===== config.mk =====
export PLATFORM = sky130hd
export DESIGN_NAME = pulse_gen_lines
export DESIGN_NICKNAME = d
export VERILOG_FILES = /design/src/verilog/pulse_gen_pkg.sv /design/src/verilog/pulse_gen_lines.sv
export SDC_FILE = /design/constraint.sdc
export NUM_CORES = 1
export LEC_CHECK = 0
export ABC_CLOCK_PERIOD_IN_PS = 8700
export BUFFER_PORTS_ARGS = -buffer_cell sky130_fd_sc_hd__buf_4
export CAP_MARGIN = 20
export CELL_PAD_IN_SITES_DETAIL_PLACEMENT = 1
export CELL_PAD_IN_SITES_GLOBAL_PLACEMENT = 2
export CORE_MARGIN = 2
export CORE_UTILIZATION = 33
export DETAILED_ROUTE_END_ITERATION = 16
export PLACE_DENSITY_LB_ADDON = 0.1
export SYNTH_ARGS = -nofsm -noshare
export SYNTH_HDL_FRONTEND = slang
export SYNTH_SLANG_ARGS = --single-unit

===== constraint.sdc =====
create_clock -name clk -period 8.7 [get_ports clk]
set_input_delay 1.74 -clock clk [delete_from_list [all_inputs] [get_ports clk]]
set_output_delay 1.74 -clock clk [all_outputs]
set_load 0.02 [all_outputs]

===== src/verilog/pulse_gen_pkg.sv =====
/*
 * shared types and constants of the three-line pulse generator block.
 * assumes one 50 mhz clock and software-set configuration held outside on plain ports.
 */
package pulse_gen_pkg;

    localparam int unsigned NUM_LINES     = 3;
    localparam int unsigned SET_WIDTH     = 32;
    localparam int unsigned DIV_WIDTH     = 16;
    localparam logic [31:0] MIN_PERIOD    = 32'h0000_0002;
    localparam logic [31:0] MIN_WIDTH     = 32'h0000_0001;
    localparam logic [31:0] LOOP_FOREVER  = 32'h0000_0000;
    localparam logic [15:0] DIV_DEFAULT   = 16'h0001;
    localparam real         TICK_NS_MIN   = 6.4;
    localparam real         CLK_NS        = 20.0;
    // generator tick period may not go below 6.4 ns; at 50 mhz it never reaches the ceiling
    localparam int unsigned TICK_MIN_CYC  = (TICK_NS_MIN <= CLK_NS) ? 1 : 2;

    typedef enum logic [1:0] {
        pg_single,
        pg_repeat,
        pg_gated
    } pg_mode_type;

    typedef enum logic [1:0] {
        trg_software,
        trg_card,
        trg_other_gen,
        trg_extended
    } trg_src_type;

    typedef enum logic [1:0] {
        gate_none,
        gate_armed,
        gate_running
    } gate_type;

    typedef enum logic [2:0] {
        fn_async_out,
        fn_sync_out,
        fn_trigger,
        fn_run,
        fn_arm,
        fn_marker,
        fn_sysclk,
        fn_pulse
    } line_fn_type;

    typedef struct packed {
        pg_mode_type           mode;
        trg_src_type           trg_src;
        logic [1:0]            other_sel;
        gate_type              gate;
        logic [SET_WIDTH-1:0]  period;
        logic [SET_WIDTH-1:0]  width;
        logic [SET_WIDTH-1:0]  delay;
        logic [SET_WIDTH-1:0]  loops;
    } pg_cfg_type;

    typedef enum logic [1:0] {
        st_idle,
        st_delay,
        st_run
    } pg_state_type;

    typedef struct packed {
        pg_state_type          state;
        logic [SET_WIDTH-1:0]  cnt;
        logic [SET_WIDTH-1:0]  left;
        logic                  out;
    } pg_gen_type;

endpackage : pulse_gen_pkg


===== src/verilog/pulse_gen_lines.sv =====
/*
 * three pulse generators driving three general-purpose front lines, with line function select.
 * assumes configuration and status signals are synchronous to clk, except the front-line
 * inputs and extended digital lines, which are synchronised here.
 */
`timescale 1ns/1ps
module pulse_gen_lines
    import pulse_gen_pkg::*;
#(
    parameter int unsigned LINES = NUM_LINES,
    parameter int unsigned XIO_W = 8
) (
    // clock and reset
    input  wire logic                     clk,
    input  wire logic                     reset_n,
    input  wire logic                     clk_en,
    // tick rate
    input  wire logic [DIV_WIDTH-1:0]     tick_div,
    output logic      [DIV_WIDTH-1:0]     tick_div_rd,
    // card state
    input  wire logic                     card_trigger,
    input  wire logic                     card_armed,
    input  wire logic                     card_running,
    input  wire logic                     card_marker,
    input  wire logic                     sys_clk_phase,
    input  wire logic [XIO_W-1:0]         extended_digital_lines,
    input  wire logic [XIO_W-1:0]         xio_mask,
    // generator setup
    input  pg_cfg_type                    pg_cfg [LINES],
    input  wire logic [LINES-1:0]         sw_trigger,
    // line setup
    input  line_fn_type                   line_fn [LINES],
    input  wire logic [LINES-1:0]         line_is_output,
    input  wire logic [LINES-1:0]         async_out_val,
    input  wire logic [LINES-1:0]         sync_out_val,
    // front lines
    input  wire logic [LINES-1:0]         line_in,
    output logic      [LINES-1:0]         line_out,
    output logic      [LINES-1:0]         line_oe,
    output logic      [LINES-1:0]         line_in_rd,
    output logic      [LINES-1:0]         pg_busy
);

    typedef struct packed {
        logic [LINES-1:0]      in_s1;
        logic [LINES-1:0]      in_s2;
        logic [XIO_W-1:0]      xio_s1;
        logic [XIO_W-1:0]      xio_s2;
        logic [DIV_WIDTH-1:0]  div_cnt;
        logic                  tick;
        logic [DIV_WIDTH-1:0]  div_rd;
        logic [LINES-1:0]      out;
        logic [LINES-1:0]      oe;
        logic [LINES-1:0]      busy;
    } top_state_type;

    top_state_type            s_r;
    top_state_type            s_nxt;
    // kept apart from s_r: it is cleared by the raw reset and never frozen by clk_en
    logic [1:0]               rst_sync_r;
    pg_gen_type               g_r   [LINES];
    pg_gen_type               g_nxt [LINES];
    logic                     rst_n_int;
    logic [LINES-1:0]         trig;
    logic [LINES-1:0]         gate_ok;

    assign rst_n_int = rst_sync_r[1];

    // trigger source decode, used per generator
    function automatic logic trig_of(input pg_cfg_type c, input logic sw, input logic [LINES-1:0] outs,
                                     input logic card, input logic xio_hit);
        logic r;
        r = 1'b0;
        unique case (c.trg_src)
            trg_software:  r = sw;
            trg_card:      r = card;
            trg_other_gen: r = outs[c.other_sel];
            trg_extended:  r = xio_hit;
        endcase
        return r;
    endfunction : trig_of

    function automatic logic gate_of(input gate_type gt, input logic armed, input logic running);
        logic r;
        r = 1'b1;
        unique case (gt)
            gate_none:    r = 1'b1;
            gate_armed:   r = armed;
            gate_running: r = running;
            default:      r = 1'b0;
        endcase
        return r;
    endfunction : gate_of

    always_comb begin
        s_nxt = s_r;
        s_nxt.in_s1 = line_in;
        s_nxt.in_s2 = s_r.in_s1;
        s_nxt.xio_s1 = extended_digital_lines;
        s_nxt.xio_s2 = s_r.xio_s1;
        // tick divider; div 0 is treated as 1 so the tick never stops
        s_nxt.tick = 1'b0;
        if (s_r.div_cnt + DIV_WIDTH'(1) >= tick_div || tick_div == '0) begin
            s_nxt.div_cnt = '0;
            s_nxt.tick = 1'b1;
        end else begin
            s_nxt.div_cnt = s_r.div_cnt + DIV_WIDTH'(1);
        end
        s_nxt.div_rd = (tick_div == '0) ? DIV_DEFAULT : tick_div;
        for (int i = 0; i < LINES; i++) begin
            s_nxt.oe[i] = line_is_output[i];
            s_nxt.busy[i] = (g_r[i].state != st_idle);
            unique case (line_fn[i])
                fn_async_out: s_nxt.out[i] = async_out_val[i];
                fn_sync_out:  s_nxt.out[i] = sync_out_val[i];
                fn_trigger:   s_nxt.out[i] = card_trigger;
                fn_run:       s_nxt.out[i] = card_running;
                fn_arm:       s_nxt.out[i] = card_armed;
                fn_marker:    s_nxt.out[i] = card_marker;
                fn_sysclk:    s_nxt.out[i] = sys_clk_phase;
                fn_pulse:     s_nxt.out[i] = g_r[i].out;
            endcase
        end
    end

    generate
        for (genvar i = 0; i < LINES; i++) begin : gen_pg
            assign trig[i] = trig_of(pg_cfg[i], sw_trigger[i], s_r.out, card_trigger,
                                     |(s_r.xio_s2 & xio_mask));
            assign gate_ok[i] = gate_of(pg_cfg[i].gate, card_armed, card_running);

            always_comb begin
                g_nxt[i] = g_r[i];
                if (!gate_ok[i]) begin
                    g_nxt[i].state = st_idle;
                    g_nxt[i].out = 1'b0;
                end else if (s_r.tick) begin
                    unique case (g_r[i].state)
                        st_idle: begin
                            g_nxt[i].out = 1'b0;
                            // gated mode runs while the gate holds, without a trigger
                            if (trig[i] || pg_cfg[i].mode == pg_gated) begin
                                g_nxt[i].cnt = pg_cfg[i].delay;
                                g_nxt[i].left = (pg_cfg[i].mode == pg_single) ? 32'h0000_0001 : pg_cfg[i].loops;
                                g_nxt[i].state = (pg_cfg[i].delay == '0) ? st_run : st_delay;
                                if (pg_cfg[i].delay == '0) begin
                                    g_nxt[i].cnt = '0;
                                end
                            end
                        end
                        st_delay: begin
                            g_nxt[i].cnt = g_r[i].cnt - SET_WIDTH'(1);
                            if (g_r[i].cnt <= SET_WIDTH'(1)) begin
                                g_nxt[i].cnt = '0;
                                g_nxt[i].state = st_run;
                            end
                        end
                        st_run: begin
                            // period below the minimum is held at the minimum
                            g_nxt[i].out = (g_r[i].cnt < ((pg_cfg[i].width < MIN_WIDTH) ? MIN_WIDTH
                                            : pg_cfg[i].width));
                            g_nxt[i].cnt = g_r[i].cnt + SET_WIDTH'(1);
                            if (g_r[i].cnt + SET_WIDTH'(1) >= ((pg_cfg[i].period < MIN_PERIOD) ? MIN_PERIOD
                                                               : pg_cfg[i].period)) begin
                                g_nxt[i].cnt = '0;
                                if (g_r[i].left != LOOP_FOREVER) begin
                                    g_nxt[i].left = g_r[i].left - SET_WIDTH'(1);
                                    if (g_r[i].left == SET_WIDTH'(1)) begin
                                        g_nxt[i].state = st_idle;
                                    end
                                end
                            end
                        end
                        default: g_nxt[i].state = st_idle;
                    endcase
                end
            end

            always_ff @(posedge clk or negedge rst_n_int) begin
                if (!rst_n_int) begin
                    g_r[i] <= '{state: st_idle, cnt: '0, left: '0, out: 1'b0};
                end else if (clk_en) begin
                    g_r[i] <= g_nxt[i];
                end
            end
        end
    endgenerate

    // reset release is synchronised; the rest of the state resets from that copy
    always_ff @(posedge clk or negedge reset_n) begin
        if (!reset_n) begin
            rst_sync_r <= 2'b00;
        end else begin
            rst_sync_r <= {rst_sync_r[0], 1'b1};
        end
    end

    always_ff @(posedge clk or negedge rst_n_int) begin
        if (!rst_n_int) begin
            s_r.in_s1 <= '0;
            s_r.in_s2 <= '0;
            s_r.xio_s1 <= '0;
            s_r.xio_s2 <= '0;
            s_r.div_cnt <= '0;
            s_r.tick <= 1'b0;
            s_r.div_rd <= DIV_DEFAULT;
            s_r.out <= '0;
            s_r.oe <= '0;
            s_r.busy <= '0;
        end else if (clk_en) begin
            s_r.in_s1 <= s_nxt.in_s1;
            s_r.in_s2 <= s_nxt.in_s2;
            s_r.xio_s1 <= s_nxt.xio_s1;
            s_r.xio_s2 <= s_nxt.xio_s2;
            s_r.div_cnt <= s_nxt.div_cnt;
            s_r.tick <= s_nxt.tick;
            s_r.div_rd <= s_nxt.div_rd;
            s_r.out <= s_nxt.out;
            s_r.oe <= s_nxt.oe;
            s_r.busy <= s_nxt.busy;
        end
    end

    assign tick_div_rd = s_r.div_rd;
    assign line_out    = s_r.out;
    assign line_oe     = s_r.oe;
    assign line_in_rd  = s_r.in_s2;
    assign pg_busy     = s_r.busy;

endmodule : pulse_gen_lines


# --- After elaboration in Yosys (flattened, before gate mapping) ---
# Cells that the tools add are included.
word_totals:
  output_inout_bits: 28
  wordCells: 248
  regBits: 267
classes:
  n_reduce_logical: 48
  mux: 69
  n_lt_le_gt_ge: 19
  bitwise_logic: 1
  eq_ne: 78
  addsub: 10
op_table:
  columns: ["op", "count"]
  rows:
  - ["$mux W32", 15]
  - ["$mux W66", 6]
  - ["$pmux W32 S3", 3]
  - ["$mux W67", 3]
  - ["$pmux W33 S2", 3]
  - ["$sub A32 B1 Y32 const B", 6]
  - ["$mux W34", 3]
  - ["$add A32 B1 Y32 const B", 3]
  - ["$eq A32 B1 Y1 const B", 3]
  - ["$ge A32 B32 Y1", 3]
  - ["$le A32 B1 Y1 const B", 3]
  - ["$logic_not A32 Y1", 3]
  - ["$lt A32 B1 Y1 const B", 3]
  - ["$lt A32 B2 Y1 const B", 3]
  - ["$lt A32 B32 Y1", 3]
  - ["$reduce_bool A32 Y1", 3]
  - ["$ne A3 B3 Y1 const B", 15]
  - ["$reduce_and A7 Y1", 6]
  - ["$eq A3 B3 Y1 const B", 12]
  - ["$mux W16", 2]
  - ["$eq A2 B2 Y1 const B", 15]
  - ["$logic_not A2 Y1", 12]
  - ["$mux W2", 12]
  - ["$ne A2 B2 Y1 const B", 12]
  - ["22 further kinds", 73]

# --- Depth between registers and ports, before layout ---
depth:
  depth_word: 8
  depth_mapped: 19
  mapped_depth_nobuf: 16

# --- Worst setup path before layout ---
# OpenSTA, ideal clock, no wires.
synth_path:
  path_kind: "input to register"
  startpoint: "input pg_cfg[116] (netlist name)"
  endpoint: "register g_r[23] (netlist name)"
  cell_stages: 15
  t_arrival_ns: 4.426
  path_slack_ns: 4.138
  setup_ns: 0.136
  cell_sequence: "nor4_1 > nand4_1 > nor2_1 > nor2b_1 > ha_1 > nand2b_1 > a2111o_1 > a32oi_1 > a31oi_1 > o21ai_1 > clkbuf_1 > clkbuf_1 > nor2_1 > o21ai_0 > o21ai_0"
synth_via:
  elab_chain_cells: 5
synth_rtl:
  columns: ["element", "line_no", "text"]
  rows:
  - ["start: declaration", "pulse_gen_lines.sv:29", "input pg_cfg_type pg_cfg [LINES],"]
  - ["$lt A32 B2 Y1", "pulse_gen_lines.sv:163", "if (g_r[i].cnt + SET_WIDTH'(1) >= ((pg_cfg[i].period < MIN_PERIOD) ? MIN_PERIOD"]
  - ["$mux W32 (*)", "pulse_gen_lines.sv:163", null]
  - ["$ge A32 B32 Y1 (*)", "pulse_gen_lines.sv:163", null]
  - ["$ne A2 B2 Y1 (no source line) (*)", null, null]
  - ["$reduce_and A7 Y1 (no source line) (*)", null, null]
  - ["end signal: indexed assignment", "pulse_gen_lines.sv:181", "g_r[i] <= '{state: st_idle, cnt: '0, left: '0, out: 1'b0};"]
  - ["end signal: indexed assignment", "pulse_gen_lines.sv:183", "g_r[i] <= g_nxt[i];"]
  - ["end: declaration", "pulse_gen_lines.sv:61", "pg_gen_type g_r [LINES];"]
# Every way passes the cells marked *; elsewhere a longest branch is shown, timed or not.
# A chain may end at the register's enable or synchronous reset.

# --- Final worst setup path ---
layout_path:
  startpoint: "register g_r[100] (netlist name)"
  endpoint: "register g_r[74] (netlist name)"
layout_via:
  elab_chain_cells: 4
layout_rtl:
  columns: ["element", "line_no"]
  rows:
  - ["$add A32 B1 Y32", "pulse_gen_lines.sv:163"]
  - ["$ge A32 B32 Y1", "pulse_gen_lines.sv:163"]
  - ["$ne A2 B2 Y1 (no source line)", null]
  - ["$reduce_and A7 Y1 (no source line)", null]
# No other way between the ends.

==> metrics.log <==
INFO  metric shortest_clock_period_the_worst_path_allows_after_layout = 6.02 ns
INFO  metric post_cts_hold_buffer_count = 0
INFO  metric floorplan.core_area = 75,600 µm²
INFO  metric p_sw_frac = 0.442
INFO  metric outcome = finished, final reports clean
INFO  metric final_setup_tns = 0 ns
INFO  metric crit_required = 9.18 ns
INFO  metric placement.io_buffers = 499
INFO  metric netlist_area = 25,100 µm²
INFO  metric detailedRoute.firstPassIterationCount = 5
INFO  metric grt_start_max_net_pins = 139
INFO  metric multi_input_area = 16,500 µm²
INFO  metric critPathArrivalTime = 6.50 ns
INFO  metric timing.max_slew.rel_slack = 0.261
INFO  metric grt_pass1_vias = 27,900
INFO  metric htree_num_levels = 2
INFO  metric route.vias.total = 26,400
INFO  metric sequential_cell_area_in_the_final_layout = 6690 µm²
INFO  metric cts_tree = yes
INFO  metric launch_point_of_the_worst_reg_to_reg_path = g_r[100]
INFO  metric critical_path.startpoint_type = flip-flop
INFO  metric layout_worst_path_cycle_share = 0.691
INFO  metric tightest_slew = 1.10 ns
INFO  metric wirelength = 107 mm
INFO  metric worstSetupStartpoint = g_r[100]
INFO  metric cp_max_fo = 22
INFO  metric pin_count = 500
INFO  metric mappedNetlistNets = 3,908
INFO  metric die_height = 280 µm
INFO  metric cts.sink_count = 267
INFO  metric r2r_cells = 17
INFO  metric power_leakage = 14.0 nW
INFO  metric fillCellCount = 9,158
INFO  metric post_cts.resized_instances = 0
INFO  metric drive_gt1_frac = 0.192
INFO  metric synth-seq-area-share = 0.267
INFO  metric setup_violations = 0
INFO  metric pre_cts_slack = 2.39 ns
INFO  metric layout.cells.most_common = buf_4
INFO  metric synth_cells = 3,203
INFO  metric groute.usage.overall = 0.267
INFO  metric path_class = reg2reg
INFO  metric detail-route-antenna-nets = 0
INFO  metric timing.critical_path.to_type = flip-flop
INFO  metric numCtsBuffers = 39
INFO  metric pwr-share-comb = 0.409
INFO  metric final_max_slew_viol_count = 0
INFO  metric grt_first_pass_wirelength = 164 mm
INFO  metric yosys_warnings = 0
INFO  metric fin_nets = 4,268
INFO  metric post-cts-setup-buffer-count = 0
INFO  metric synth_edf_count = 0
INFO  metric max_clock_freq = 166 MHz
INFO  metric regToRegSetupSlack = 2.68 ns
INFO  metric start_util = 0.331
INFO  metric clock_tree.root_cell = clkbuf_16
INFO  metric clkLatencyLatePin = 0.58 ns
INFO  metric net-switching-power = 3.04 mW
INFO  metric mostFrequentLayoutCells = 527 x buf_4, 265 x dfrtp_1, 263 x inv_1
INFO  metric post-route-worst-setup-slack = 2.68 ns
INFO  metric globalplace.congestion = 0.909
INFO  metric overflow = 0
INFO  metric die_area = 78,100 µm²
INFO  metric synth_cell_type_count = 88
INFO  metric power_frac_clock = 0.244
INFO  metric clockBufferDepth = 3
INFO  metric synth.avg_cell_area = 7.82 µm²
INFO  metric die_w = 280 µm
INFO  metric yosys_most_used_dff = dfrtp_1
INFO  metric p_per_area = 223 nW/µm²
INFO  metric cap_violations = 0
INFO  metric drc = 0
INFO  metric clk_pin_slew = 0.06 ns
INFO  metric half_perimeter_wire_length_of_the_detailed_placement_result = 83.4 mm
INFO  metric worst_clk_skew = 0.0244 ns
INFO  metric row_count = 101
INFO  metric power.sequential.fraction = 0.347
INFO  metric post_dr_wirelength_cell = 23.4 µm
INFO  metric ys_ff_latch = 267
INFO  metric cellInternalPower = 3.84 mW
INFO  metric antenna_found_initial = 13
INFO  metric rsz_0062_raised_after_global_routing = false
INFO  metric worst_hold_path_type = reg2async
INFO  metric share_of_synthesized_flip_flops_with_an_asynchronous_set_or_reset = 1.00
INFO  metric layout-area-overhead-vs-synth = 23.0%
INFO  metric viasPerCell = 5.77
INFO  metric report.final.hold_viol_count = 0
INFO  metric worst_ir_drop_vdd = 126 µV
INFO  metric detail_route.iter0.violations = 1,254
power by group through the flow:
stage | Sequential, mW | Clock [mW] | Combinational, mW
2_1_floorplan | 1.97 | 0 | 2.15
5_1_grt | 2.48 | 1.76 | 3.18
4_1_cts | 2.38 | 1.72 | 2.82
3_5_place_dp | 2.39 | 0 | 2.80
3_3_place_gp | 2.37 | 0 | 2.67
6_report | 2.39 | 1.68 | 2.82
sequential cells by signal (all words and copies together), names as in the netlist:
| signal | flops |
|---|---|
| s_nxt | 11 |
| rst_sync_r | 2 |
| tick_div_rd | 16 |
| pg_busy | 3 |
| s_r | 25 |
| line_in_rd | 3 |
| g_r | 201 |
| line_oe | 3 |
| line_out | 3 |
path summary, 6_finish.rpt:
| check | endpoint |
|---|---|
| max in group asynchronous | g_r[137] |
| worst max-delay path | g_r[74] |
| min in group clk | rst_sync_r[1] |
| worst min register to register | g_r[89] |
| worst max register to register | g_r[74] |
| worst min-delay path | g_r[89] |
cells in the mapped netlist (all sizes together) (7+ instances only):
cell	n	area, µm²
a211o	10	87.6
a211oi	34	255
a21boi	7	52.6
a21o	35	263
a21oi	192	961
a221oi	46	403
a22o	18	158
a22oi	24	180
a31oi	18	113
a32oi	20	175
and2	13	81.3
and3	42	263
and4	9	78.8
buf	38	275
clkbuf	176	662
dfrtp	266	6660
ha	233	2920
inv	263	987
mux2	42	473
mux2i	14	140
mux4	7	158
nand2	207	777
nand2b	20	125
nand3	101	505
nand3b	8	60.1
nand4	68	425
nor2	267	1000
nor2b	26	163
nor3	191	961
nor3b	18	135
nor4	114	741
o211ai	19	143
o21a	8	60.1
o21ai	231	1160
o221ai	7	61.3
o22ai	10	62.6
o2bb2ai	34	298
o31ai	46	350
o41ai	7	61.3
or2	20	125
or3	43	274
or4	21	169
xnor2	96	841
xor2	68	596
final cells by class:
cell class	instances	area share
Clock buffer	51	0.0348
Timing Repair Buffer	533	0.132
Clock inverter	18	0.00780
Multi-Input combinational cell	2458	0.536
Tap cell	978	0.0397
Sequential cell	267	0.217
Inverter	264	0.0322
Antenna cell	3	0.000244
layer usage:
metal  vias to the layer above  global-route usage  routed length [µm]
met5                         -                   0                 124
met4                        20              0.0779                2990
met3                       144              0.0443                5700
met2                       632               0.454               50600
met1                     13200               0.348               47400
li1                      12400                   -                   -
critical path, cell delays in order, from the launching register on:
cell      delay (ns)
dfrtp_1         0.48
ha_1            0.30
nand2_1         0.10
nor2_1          0.25
nand3_1         0.30
or4_1           0.62
xnor2_1         0.18
ha_1            0.30
nand2_1         0.07
nor4_1          0.48
o221ai_1        0.24
a21boi_0        0.34
a21o_1          0.72
a21oi_2         0.43
buf_4           0.30
or2_0           0.31
buf_4           0.26
o22ai_1         0.24
metrics by stage:
stage	util	instances	cell area (µm²)	power [mW]	hold slack, ns
after floorplan	-	3203	25100	4.12	0.331
after global placement	0.389	4495	29400	5.04	0.339
after detailed placement	0.389	4496	29400	5.19	0.352
after CTS	0.407	4565	30700	6.92	0.365
after global routing	0.408	4571	30800	7.42	0.193
final	0.408	4572	30800	6.89	0.182
logic make-up after synthesis:
family | synth area share
adder cells (fa/ha/maj) | 0.116
AO/OA/AOI/OAI | 0.209
buffers and inverters | 0.0770
AND/OR/NAND/NOR | 0.242
flip-flops | 0.267
other | 0.000150
XOR/XNOR | 0.0573
multiplexers | 0.0308
(Power assumes the default switching activity.)
